==> src/verilog/tocu_pkg.sv <==
// Purpose: shared constants for the timer output compare unit
// Assumes: 8-bit register port, registers at their printed offsets
// Notes:   widths fixed; one count of the counter is the compare resolution
package tocu_pkg;
    // register offsets
    localparam logic [7:0] ADDR_CTRL_ONE  = 8'h20; // timer_control_one
    localparam logic [7:0] ADDR_CTRL_TWO  = 8'h21; // timer_control_two
    localparam logic [7:0] ADDR_STATUS    = 8'h22; // timer_status_register
    localparam logic [7:0] ADDR_CNT_HI    = 8'h23; // count high byte
    localparam logic [7:0] ADDR_CNT_LO    = 8'h24; // count low, clears ovf
    localparam logic [7:0] ADDR_ALT_HI    = 8'h25; // alternate count high
    localparam logic [7:0] ADDR_ALT_LO    = 8'h26; // alternate count low
    localparam logic [7:0] ADDR_CMP1_HI   = 8'h27; // compare one high byte
    localparam logic [7:0] ADDR_CMP1_LO   = 8'h28; // compare one low byte
    localparam logic [7:0] ADDR_CMP2_HI   = 8'h29; // compare two high byte
    localparam logic [7:0] ADDR_CMP2_LO   = 8'h2A; // compare two low byte

    // timer_control_one fields
    localparam int CTL1_IRQ_EN    = 6; // compare_irq_enable
    localparam int CTL1_OVF_IRQ   = 5; // overflow_irq_enable
    localparam int CTL1_FORCE2    = 4; // forced_level_strobe, channel two
    localparam int CTL1_FORCE1    = 3; // forced_level_strobe, channel one
    localparam int CTL1_LEVEL2    = 2; // channel_output_level, two
    localparam int CTL1_LEVEL1    = 0; // channel_output_level, one
    localparam logic [7:0] CTL1_MASK = 8'h7D; // writable bits

    // timer_control_two fields
    localparam int CTL2_PIN_EN1   = 7; // channel_one_pin_enable
    localparam int CTL2_PIN_EN2   = 6; // channel_two_pin_enable
    localparam int CTL2_CLK_HI    = 3; // timer_clock_select msb
    localparam int CTL2_CLK_LO    = 2; // timer_clock_select lsb
    localparam logic [7:0] CTL2_MASK = 8'hCC; // writable bits

    // timer_status_register fields
    localparam int STAT_FLAG1     = 6; // match_flag_one
    localparam int STAT_OVF       = 5; // overflow_flag
    localparam int STAT_FLAG2     = 3; // match_flag_two

    // timer_clock_select encodings
    localparam logic [1:0] CLK_DIV4 = 2'h0;
    localparam logic [1:0] CLK_DIV2 = 2'h1;
    localparam logic [1:0] CLK_DIV8 = 2'h2;
    localparam logic [1:0] CLK_EXT  = 2'h3; // reserved code, external tick

    // prescaler terminal counts (divide minus one)
    localparam logic [2:0] PRE_DIV2_LAST = 3'h1;
    localparam logic [2:0] PRE_DIV4_LAST = 3'h3;
    localparam logic [2:0] PRE_DIV8_LAST = 3'h7;

    // reset values and fixed constants
    localparam logic [15:0] CMP_RESET = 16'h8000;
    localparam logic [15:0] CNT_RESET = 16'hFFFC;
    localparam logic [15:0] CNT_LAST  = 16'hFFFF;
    localparam logic [15:0] CNT_ONE   = 16'h0001;
    localparam logic [7:0]  BYTE_ZERO = 8'h00;
    localparam int          NUM_CH    = 2;
endpackage : tocu_pkg

==> src/verilog/tocu_timer_compare.sv <==
// Purpose: two-channel output compare on a 16-bit free-running counter
// Assumes: one clock core_clk, inputs synchronous, async active-low reset
// Notes:   overflow flag kept only because it shares the timer interrupt
module tocu_timer_compare (
    // clock and reset
    input  wire logic        core_clk,
    input  wire logic        resetn,
    // register port
    input  wire logic [7:0]  reg_addr,
    input  wire logic [7:0]  reg_wdata,
    input  wire logic        reg_wr,
    input  wire logic        reg_rd,
    output logic      [7:0]  reg_rdata,
    // system modes
    input  wire logic        cpu_irq_mask,
    input  wire logic        halt_mode,
    input  wire logic        ext_clk_tick,
    // compare output pins
    output logic      [1:0]  compare_output_pin,
    output logic      [1:0]  compare_output_oe,
    // interrupt and wake
    output logic             timer_irq,
    output logic             wait_wake
);

    // register map at a glance, all byte wide:
    //   control one  - irq enables, force bits, output levels
    //   control two  - pin enables, timer clock select
    //   status       - two match flags and the overflow flag
    //   count hi/lo  - live counter, low write restarts it
    //   alt hi/lo    - same counter, never clears overflow
    //   compare hi/lo per channel - software-owned values
    // reads answer one cycle after the strobe and then fall
    // back to zero, so an idle bus always reads as zero
    //
    // timing at a glance:
    //   the prescaler counts core cycles and emits one tick
    //   per timer clock; every register still updates on
    //   each core edge, the tick only qualifies the count
    //   and the compare events
    //   divide by two fires as the count lands on the value,
    //   slower clocks one count later; both keep one timer
    //   clock of resolution

    // address decode helpers, shared by the per-channel
    // logic so both channels decode the same way
    // does this address hit the low byte of channel ch
    function automatic logic is_low_addr(input logic [7:0] a, input int ch);
        is_low_addr = (ch == 0) ? (a == tocu_pkg::ADDR_CMP1_LO)
                                : (a == tocu_pkg::ADDR_CMP2_LO);
    endfunction : is_low_addr

    // does this address hit the high byte of channel ch
    function automatic logic is_high_addr(input logic [7:0] a, input int ch);
        is_high_addr = (ch == 0) ? (a == tocu_pkg::ADDR_CMP1_HI)
                                 : (a == tocu_pkg::ADDR_CMP2_HI);
    endfunction : is_high_addr

    // per-channel one-bit state lives in two-bit vectors, bit 0 for
    // channel one and bit 1 for channel two, matching the
    // pin port order
    // software-visible and internal state
    logic [7:0]  ctrl_one_r;          // timer_control_one
    logic [7:0]  ctrl_two_r;          // timer_control_two
    logic [15:0] count_r;             // free_running_count
    logic [2:0]  presc_r;             // prescaler phase
    logic        ovf_flag_r;          // overflow_flag
    logic        ovf_seen_r;          // status read seen with ovf set
    logic [15:0] cmp_r    [2];        // channel_compare_value
    logic [1:0]  flag_r;              // channel_match_flag
    logic [1:0]  seen_r;              // status-read-seen marker
    logic [1:0]  inhibit_r;           // compare held off mid-update
    logic [1:0]  pin_r;               // pin output latch
    logic [7:0]  rdata_r;             // read data, one cycle late

    // decoded controls
    logic [1:0]  clk_sel;             // timer_clock_select
    logic        run;                 // counter may advance this cycle
    logic        tick;                // one timer clock elapsed
    logic [2:0]  presc_last;          // terminal phase for divider
    logic [15:0] count_inc;           // counter plus one
    logic [1:0]  pin_en;              // channel_pin_enable per channel
    logic [1:0]  level;               // channel_output_level per channel
    logic [1:0]  force_lvl;           // forced_level_strobe per channel
    logic [1:0]  match;               // match event this cycle
    logic        stat_rd;             // status register read
    logic        cnt_lo_acc;          // count low byte access

    // field pick-outs from the control registers, then the
    // count and access decodes; each is a plain wire so the rest of the logic reads by meaning
    assign clk_sel    = {ctrl_two_r[tocu_pkg::CTL2_CLK_HI],
                         ctrl_two_r[tocu_pkg::CTL2_CLK_LO]};
    assign pin_en     = {ctrl_two_r[tocu_pkg::CTL2_PIN_EN2],
                         ctrl_two_r[tocu_pkg::CTL2_PIN_EN1]};
    assign level      = {ctrl_one_r[tocu_pkg::CTL1_LEVEL2],
                         ctrl_one_r[tocu_pkg::CTL1_LEVEL1]};
    assign force_lvl  = {ctrl_one_r[tocu_pkg::CTL1_FORCE2],
                         ctrl_one_r[tocu_pkg::CTL1_FORCE1]};
    assign count_inc  = count_r + tocu_pkg::CNT_ONE;
    assign stat_rd    = reg_rd && (reg_addr == tocu_pkg::ADDR_STATUS);
    assign cnt_lo_acc = (reg_rd || reg_wr) &&
                        (reg_addr == tocu_pkg::ADDR_CNT_LO);

    // halt stops the whole timer; wait leaves it running
    assign run = !halt_mode;

    // divider terminal count from clock select
    always_comb begin
        unique case (clk_sel)
            tocu_pkg::CLK_DIV2: presc_last = tocu_pkg::PRE_DIV2_LAST;
            tocu_pkg::CLK_DIV4: presc_last = tocu_pkg::PRE_DIV4_LAST;
            tocu_pkg::CLK_DIV8: presc_last = tocu_pkg::PRE_DIV8_LAST;
            tocu_pkg::CLK_EXT:  presc_last = tocu_pkg::PRE_DIV2_LAST;
        endcase
    end

    // trade-off: the external tick is taken as a one-cycle
    // pulse already aligned to core_clk; synchronising and
    // edge-detecting a raw pin is left to the pad logic
    // the divider keeps running in external mode but its
    // output is ignored there
    // external mode counts on the incoming tick, otherwise the divider
    assign tick = run && ((clk_sel == tocu_pkg::CLK_EXT) ? ext_clk_tick
                          : (presc_r == presc_last));

    // prescaler phase; restarts when the counter is rewritten
    always_ff @(posedge core_clk or negedge resetn) begin
        if (!resetn) begin
            presc_r <= 3'h0;
        end else if (cnt_lo_acc && reg_wr) begin
            // a count restart also realigns the divider phase
            presc_r <= 3'h0;
        end else if (run) begin
            // a select change mid-phase may stretch one count; harmless
            presc_r <= (presc_r >= presc_last) ? 3'h0
                                               : presc_r + 3'h1;
        end
    end

    // the counter has a single restart value, used both by
    // reset and by a write to the count low byte; halt
    // simply withholds ticks, so counting resumes in place
    // free-running counter, one count per timer clock
    always_ff @(posedge core_clk or negedge resetn) begin
        if (!resetn) begin
            count_r <= tocu_pkg::CNT_RESET;
        end else if (cnt_lo_acc && reg_wr) begin
            // restart from a count low byte write
            count_r <= tocu_pkg::CNT_RESET;
        end else if (tick) begin
            count_r <= count_inc;
        end
    end

    // overflow is kept only because it shares the one
    // timer request with the compare flags; its clear
    // mirrors the compare flags, via the count low byte
    // overflow flag: set on rollover, two-step clear, set wins
    always_ff @(posedge core_clk or negedge resetn) begin
        if (!resetn) begin
            ovf_flag_r <= 1'b0;
            ovf_seen_r <= 1'b0;
        end else begin
            if (tick && count_r == tocu_pkg::CNT_LAST) begin
                ovf_flag_r <= 1'b1;
            end else if (cnt_lo_acc && ovf_seen_r) begin
                ovf_flag_r <= 1'b0;
            end
            if (cnt_lo_acc) begin
                ovf_seen_r <= 1'b0;
            end else if (stat_rd && ovf_flag_r) begin
                ovf_seen_r <= 1'b1;
            end
        end
    end

    // halt blocks control writes so the frozen timer cannot
    // be reconfigured behind its own back
    // control registers; reserved bits stay zero
    always_ff @(posedge core_clk or negedge resetn) begin
        if (!resetn) begin
            ctrl_one_r <= tocu_pkg::BYTE_ZERO;
            ctrl_two_r <= tocu_pkg::BYTE_ZERO;
        end else if (reg_wr && !halt_mode) begin
            if (reg_addr == tocu_pkg::ADDR_CTRL_ONE) begin
                ctrl_one_r <= reg_wdata & tocu_pkg::CTL1_MASK;
            end
            if (reg_addr == tocu_pkg::ADDR_CTRL_TWO) begin
                ctrl_two_r <= reg_wdata & tocu_pkg::CTL2_MASK;
            end
        end
    end

    // flag clearing is a two-step handshake per channel:
    //   step one - a status read while the flag is high
    //              leaves a marker behind
    //   step two - any read or write of that channel's
    //              low compare byte consumes the marker
    //              and drops the flag
    // a low access with no marker leaves the flag alone,
    // so a stray readback cannot lose an event
    // a high byte write parks the channel until the low
    // byte follows; this keeps a half-written value from
    // firing a spurious match mid-update
    // the pin latch only moves while its pin is enabled,
    // yet flag and irq run whatever the pin enable says
    // per-channel compare logic
    for (genvar ch = 0; ch < tocu_pkg::NUM_CH; ch++) begin : g_ch
        logic lo_acc;                 // low byte read or write
        logic lo_wr;                  // low byte write
        logic hi_wr;                  // high byte write

        assign lo_acc = (reg_rd || reg_wr) && is_low_addr(reg_addr, ch);
        assign lo_wr  = reg_wr && is_low_addr(reg_addr, ch);
        assign hi_wr  = reg_wr && is_high_addr(reg_addr, ch);

        // the compare looks at the counter only on a tick, so
        // a value that the counter sits on between ticks is
        // seen once, not on every core cycle
        // divide by two: hit as the counter steps onto the value;
        // slower clocks: hit as it steps past it onto value plus one
        assign match[ch] = tick && !inhibit_r[ch] &&
            ((clk_sel == tocu_pkg::CLK_DIV2)
                ? (count_inc == cmp_r[ch])
                : (count_r == cmp_r[ch]));

        // high and low writes never coincide, so the order of
        // the two branches is only a tie-break
        // compare value: only software ever writes it
        always_ff @(posedge core_clk or negedge resetn) begin
            if (!resetn) begin
                cmp_r[ch] <= tocu_pkg::CMP_RESET;
            end else if (hi_wr) begin
                cmp_r[ch][15:8] <= reg_wdata;
            end else if (lo_wr) begin
                cmp_r[ch][7:0] <= reg_wdata;
            end
        end

        // reset leaves the channel live, with the compare at
        // its reset value
        // inhibit between high and low byte writes
        always_ff @(posedge core_clk or negedge resetn) begin
            if (!resetn) begin
                inhibit_r[ch] <= 1'b0;
            end else if (hi_wr) begin
                inhibit_r[ch] <= 1'b1;
            end else if (lo_wr) begin
                inhibit_r[ch] <= 1'b0;
            end
        end

        // set wins over clear so an event that lands on the
        // clearing access is never lost
        // match flag; a new match beats a clear in the same cycle
        always_ff @(posedge core_clk or negedge resetn) begin
            if (!resetn) begin
                flag_r[ch] <= 1'b0;
            end else if (match[ch]) begin
                flag_r[ch] <= 1'b1;
            end else if (lo_acc && seen_r[ch]) begin
                flag_r[ch] <= 1'b0;
            end
        end

        // the marker is per channel, so reading status while
        // only one flag is up never arms the other channel
        // status-read marker, consumed by any low byte access
        always_ff @(posedge core_clk or negedge resetn) begin
            if (!resetn) begin
                seen_r[ch] <= 1'b0;
            end else if (lo_acc) begin
                seen_r[ch] <= 1'b0;
            end else if (stat_rd && flag_r[ch]) begin
                seen_r[ch] <= 1'b1;
            end
        end

        // force has priority over a match in the same cycle;
        // both write the same level bit, so the order never
        // changes the level that the latch takes
        // pin latch: low in reset, takes level on match or force
        always_ff @(posedge core_clk or negedge resetn) begin
            if (!resetn) begin
                pin_r[ch] <= 1'b0;
            end else if (pin_en[ch] && !halt_mode) begin
                // forcing never touches the flag, so it raises no irq
                if (force_lvl[ch]) begin
                    pin_r[ch] <= level[ch];
                end else if (match[ch]) begin
                    pin_r[ch] <= level[ch];
                end
            end
        end

        // disabled pin is left to general I/O; compare keeps running
        assign compare_output_oe[ch]  = pin_en[ch];
        assign compare_output_pin[ch] = pin_r[ch];
    end

    // limitation: counter bytes are read live, with no
    // latching of the low byte, so software reading the
    // count across a low byte carry may see a torn value
    // reserved status bits are built from zero so they
    // can never read back as ones
    // read data, registered one cycle after the strobe
    always_ff @(posedge core_clk or negedge resetn) begin
        if (!resetn) begin
            rdata_r <= tocu_pkg::BYTE_ZERO;
        end else if (reg_rd) begin
            unique case (reg_addr)
                tocu_pkg::ADDR_CTRL_ONE: rdata_r <= ctrl_one_r;
                tocu_pkg::ADDR_CTRL_TWO: rdata_r <= ctrl_two_r;
                tocu_pkg::ADDR_STATUS: begin
                    rdata_r <= tocu_pkg::BYTE_ZERO;
                    rdata_r[tocu_pkg::STAT_FLAG1] <= flag_r[0];
                    rdata_r[tocu_pkg::STAT_OVF]   <= ovf_flag_r;
                    rdata_r[tocu_pkg::STAT_FLAG2] <= flag_r[1];
                end
                tocu_pkg::ADDR_CNT_HI,
                tocu_pkg::ADDR_ALT_HI:  rdata_r <= count_r[15:8];
                tocu_pkg::ADDR_CNT_LO,
                tocu_pkg::ADDR_ALT_LO:  rdata_r <= count_r[7:0];
                tocu_pkg::ADDR_CMP1_HI: rdata_r <= cmp_r[0][15:8];
                tocu_pkg::ADDR_CMP1_LO: rdata_r <= cmp_r[0][7:0];
                tocu_pkg::ADDR_CMP2_HI: rdata_r <= cmp_r[1][15:8];
                tocu_pkg::ADDR_CMP2_LO: rdata_r <= cmp_r[1][7:0];
                default:                rdata_r <= tocu_pkg::BYTE_ZERO;
            endcase
        end else begin
            rdata_r <= tocu_pkg::BYTE_ZERO;
        end
    end

    assign reg_rdata = rdata_r;

    // the request is a pure function of flags and enables,
    // so clearing a flag drops it in the same cycle and a
    // masked event simply waits in its flag; nothing here
    // latches the request itself
    // one shared request for both compares and overflow, cpu-maskable;
    // stays pending in the flags while masked
    assign timer_irq = !cpu_irq_mask &&
        ((ctrl_one_r[tocu_pkg::CTL1_IRQ_EN] && (|flag_r)) ||
         (ctrl_one_r[tocu_pkg::CTL1_OVF_IRQ] && ovf_flag_r));

    // halt wake-up comes from other sources; a timer event
    // seen in halt stays pending until the device is awake
    // wakes from wait only; halt has no wake path from this block
    assign wait_wake = timer_irq && !halt_mode;

endmodule : tocu_timer_compare
==> config.mk <==
export PLATFORM = sky130hd
export DESIGN_NAME = tocu_timer_compare
export DESIGN_NICKNAME = d
export VERILOG_FILES = /design/src/verilog/tocu_pkg.sv /design/src/verilog/tocu_timer_compare.sv
export SDC_FILE = /design/constraint.sdc
export NUM_CORES = 1
export LEC_CHECK = 0
export ABC_CLOCK_PERIOD_IN_PS = 8300
export BUFFER_PORTS_ARGS = -buffer_cell sky130_fd_sc_hd__buf_4
export CORE_AREA = 2 2 103 105
export CTS_CLUSTER_SIZE = 20
export DETAILED_ROUTE_END_ITERATION = 8
export DIE_AREA = 0 0 105 107
export PLACE_DENSITY = 0.68
export SLEW_MARGIN = 30
export SYNTH_ARGS = -nofsm -noshare
export SYNTH_HDL_FRONTEND = slang
export SYNTH_SLANG_ARGS = --single-unit
==> constraint.sdc <==
create_clock -name core_clk -period 8.3 [get_ports core_clk]
set_clock_uncertainty 0.15 [all_clocks]
set_input_delay 1.66 -clock core_clk [delete_from_list [all_inputs] [get_ports core_clk]]
set_output_delay 1.66 -clock core_clk [all_outputs]
set_load 0.1 [all_outputs]
# After elaboration in Yosys (flattened, before gate mapping)
# Cells that the tools add are included.
# totals
word_cells	132
out_inout_bits	14
input_bits	23
ff_bits	79
# classes
muxes	31
bitwise	2
n_addsub	2
eq_ne	21
n_reduce_logical	56
n_lt_le_gt_ge	1
# ops
operator	count
8-bit by 6-bit == test with 1-bit output (second input constant)	11
8-bit case mux with 9 select lines	1
16-bit == test	4
16-bit two-way mux	2
1-bit logical AND	28
1-bit two-way mux	23
2-bit nonzero test	11
16-bit by 1-bit adder with 16-bit output (second input constant)	1
16-bit == test (second input constant)	1
2-bit AND reduction	6
3-bit two-way mux	3
3-bit case mux with 3 select lines	1
8-bit two-way mux	1
2-bit OR reduction	4
2-bit == test (second input constant)	2
1-bit logical NOT	4
3-bit by 1-bit adder with 3-bit output (second input constant)	1
3-bit == test	1
3-bit greater-or-equal comparator	1
2-bit by 1-bit == test with 1-bit output (second input constant)	1
2-bit logical NOT	1
1-bit logical OR	2
2-bit by 1-bit != test with 1-bit output (second input constant)	1
1-bit NOT	2

# Depth between registers and ports, before layout
# logic_depth
ltp_word	10
ltp_mapped	10
ltp_nobuf	8

# Worst setup path after synthesis
# Ideal clock, no wire load.
# synth_path
kind	input-to-output
startpoint	input port cpu_irq_mask
endpoint	output port wait_wake
slack_ns	1.862
t_required_ns	6.490
t_arrival_ns	4.628
path_stages	2
path_cell_list	a21oi_1 nor2b_1
# synth_between
elab_chain_cells	3
# synth_rtl
element	line	source
from (decl)	tocu_timer_compare.sv:15	input wire logic cpu_irq_mask,
1-bit logical NOT	tocu_timer_compare.sv:343	assign timer_irq = !cpu_irq_mask &&
1-bit logical AND	tocu_timer_compare.sv:343	
1-bit logical AND	tocu_timer_compare.sv:350	assign wait_wake = timer_irq && !halt_mode;
to (decl)	tocu_timer_compare.sv:23	output logic wait_wake
# Every way passes these cells.

# Worst setup path in the final report
# Ends and elaborated chain as after synthesis.

==> impl_results.md <==
- Syn-to-layout area delta: 11.15%
- Post-CTS setup buffer count: 0
- VDD IR-drop max: 0.00008381 V
- DRC: 0
- Async set-reset flop share out of synthesis: 100.0%
- Worst slew pin tran: 0.7658 ns
- Synth Area in Compound Gates: 13.45%
- Hold Buf Count CTS: 0
- Antenna violations before repair: 0
- Placed Area: 5150 um2
- Crit path cell chain: buf_4, a21oi_1, nor2b_1, buf_4
- Path type of the worst setup path: input pin to primary output
- Vias in the first global route: 3,779
- Buf/Inv on CP: 2
- Largest net degree at the start of global routing: 80
- Total Power: 1.116 mW
- Die height: 107 um
- Syn Area/Cell: 10.36 um2
- Clk root buf: clkbuf_8
- Cell mode on critical path: buf_4
- Final period utilization: 50.23%
- Slew Limit Fails: 0
- Clock tree from TritonCTS: built
- Via count: 3,934
- Vias/cell: 6.264
- Class of the worst hold path: register to register
- Multi-input gate area: 2668 um2
- Number of synthesis warnings: 0
- DIE WIDTH: 105 um
- FMAX: 239.9 MHz
- Worst-path clk slew: 0.08 ns
- Crit end category: primary output
- 1st-iter DRT viols: 327
- Status: finished clean
- Finished Cell Area: 5399 um2
- Routed WL per cell: 21.59 um
- Ant. Diodes: 0
- Max Cap Viol: 0
- DP HPWL: 9958 um
- RSZ-0062 raised after global routing: no
- Commonest non-fill, non-tap cells in the layout: 63 x dfrtp_1, 47 x nand2_1, 43 x mux2_2
- Yosys top cell by area: dfrtp_1
- Synth Register Bits: 79
- Starting Density: 48.13%
- Post_cts resized: 0
- Slew Limit Headroom: 48.47%
- I/O pin total: 37
- Yosys top cell area share: 32.46%
- Mapped Nets: 496
- Critical Path RT: 6.49 ns
- Power Density: 206.7 nW/um2
- Post-Synth Adder-Cell Area: 1.030%
- ANT nets after route: 0
- Yosys cell types: 71
- Core area: 10,090 um2
- Crit Path Max Fanout: 2
- Synth Area in XOR/XNOR: 9.918%
- Worst Setup Start Kind: input pin
- Die ar.: 11,240 um2
- Main combinational cell family by area after synthesis: simple AND/OR/NAND/NOR gates
- Clock Path Buffers: 2
- Drt first pass iters: 5
- Worst path max stage delay: 0.29 ns
- Leak: 2.324 nW
- Util after Layout: 53.50%
- Clock latency reported for the late side of the worst-skew pair: 0.36 ns
- Dominant cells by area after synthesis: dfrtp_1 32%, mux2_2 10%, dfstp_2 8.7%, xnor2_1 5.0%, nand2_1 3.6%
- Seq/Total Area, Yosys: 41.11%
- Setup TNS: 0 ns
- Global route overflow: 0
- Synth Instances: 469
- Cts bufs inserted: 9
- Gpl congestion: 0.9410
- Routed WL: 13,560 um
- Endpoints failing hold: 0
- Post-synthesis cell area: 4857 um2
- Data arrival, critical path: 2.36 ns
- GRT Resource Usage Total: 24.89%
- Crit path time final: 4.169 ns
- Number of synthesized flops with an enable pin: 0
- Most common cell after layout, fill and taps aside: dfrtp_1
- Share of cells above drive strength 1: 27.24%
- Slowest CP cell: buf_4
- Count of input and output buffers: 36
- Mux cell area share after synthesis: 10.95%
- Setup violators final: 0
- # fillers: 932
- First-pass GRT wire length: 21,200 um
- Synth Flop Type: dfrtp_1
- Row cnt: 37
- Nets: 514
- CTS H-tree depth: 3
- Synth Area in Simple Gates: 19.58%
- Sink Count: 79
- Top delay family on crit path: buffers and inverters
- Register area: 1997 um2
==> report_power, final <==
part           internal [mW]  switching, mW
clock                  0.209          0.148
combinational          0.109          0.137
sequential             0.430         0.0817
total                  0.748          0.367
==> state kept, by name, indices dropped and copies added, names as in the netlist <==
name and count:
flag_r 2, inhibit_r 2, ovf_seen_r 1, count_r 16
ctrl_two_r 4, seen_r 2, reg_rdata 8, ovf_flag_r 1
ctrl_one_r 6, presc_r 3, cmp_r 32, compare_output_pin 2
==> cells by family (layout without fill, tap and decap cells) <==
| kind of cell | after synthesis | in the layout |
|---|---|---|
| compound gates | 93 | 93 |
| xor+xnor | 47 | 47 |
| fa+ha+maj | 4 | 4 |
| buf+inv | 39 | 62 |
| flops | 79 | 79 |
| mux | 46 | 46 |
| simple gates | 161 | 161 |
==> area by class of cell <==
| class | instances | area share (%) |
|---|---|---|
| multi-input combinational | 351 | 49.41 |
| tap | 136 | 3.152 |
| timing repair buffer | 38 | 5.353 |
| sequential | 79 | 36.99 |
| clock inverter | 5 | 1.924 |
| clock buffer | 11 | 2.619 |
| inverter | 8 | 0.5562 |
==> worst paths after layout <==
check | start | to | slack (ns) | cells past startpoint
max | cpu_irq_mask | wait_wake | 4.13 | 4
min | inhibit_r[1] | inhibit_r[1] | 0.35 | 2
max reg2reg | count_r[2] | compare_output_pin[0] | 4.92 | 7
min reg2reg | inhibit_r[1] | inhibit_r[1] | 0.35 | 2
max in group asynchronous | resetn | cmp_r[16] | 6.36 | 1
min in group asynchronous | resetn | reg_rdata[1] | 1.18 | 1
==> cells in the mapped netlist (4+ instances only) <==
library cell / instances
a222oi_1: 4
a21oi_1: 19
nor2_1: 19
nor4_1: 6
nor3_1: 7
a31oi_1: 8
inv_1: 8
ha_1: 4
nand4_1: 9
xnor3_1: 4
clkbuf_1: 15
buf_4: 8
a22oi_1: 17
nand2b_1: 8
dfrtp_1: 63
nand2_1: 47
nor2b_1: 6
o21ai_0: 12
dfstp_2: 16
mux2_2: 43
a221oi_1: 4
a22o_1: 4
xnor2_1: 28
buf_2: 7
nand3_1: 14
and3_1: 7
xor2_1: 14
==> per-stage QoR <==
stage | setup WS [ns] | hold WS, ns | std cells
after global placement | 4.151 | 0.3268 | 612
after floorplan | 1.862 | 0.2970 | 469
after detailed placement | 4.115 | 0.3194 | 612
after CTS | 4.130 | 0.3397 | 628
after global routing | 4.078 | 0.3926 | 628
final | 4.131 | 0.3460 | 628
==> metal layers <==
layer / vias up / part of all wire [%] / track usage [%]
li1: 1760 / - / -
met1: 1946 / 42 / 33.74
met2: 203 / 47 / 39.52
met3: 25 / 8.6 / 4.924
met4: 0 / 2.5 / 9.619
met5: - / 0 / 0
==> worst reg2reg max path, cell delays in order (launching register included) <==
cell and delay (ns):
dfstp_2 0.67, nand3_1 0.43, nor4_1 0.68, xor3_1 0.31
a211o_1 0.28, nor4_4 0.26, a211oi_1 0.13, or3b_1 0.38
Power figures use the tool's default switching activity.
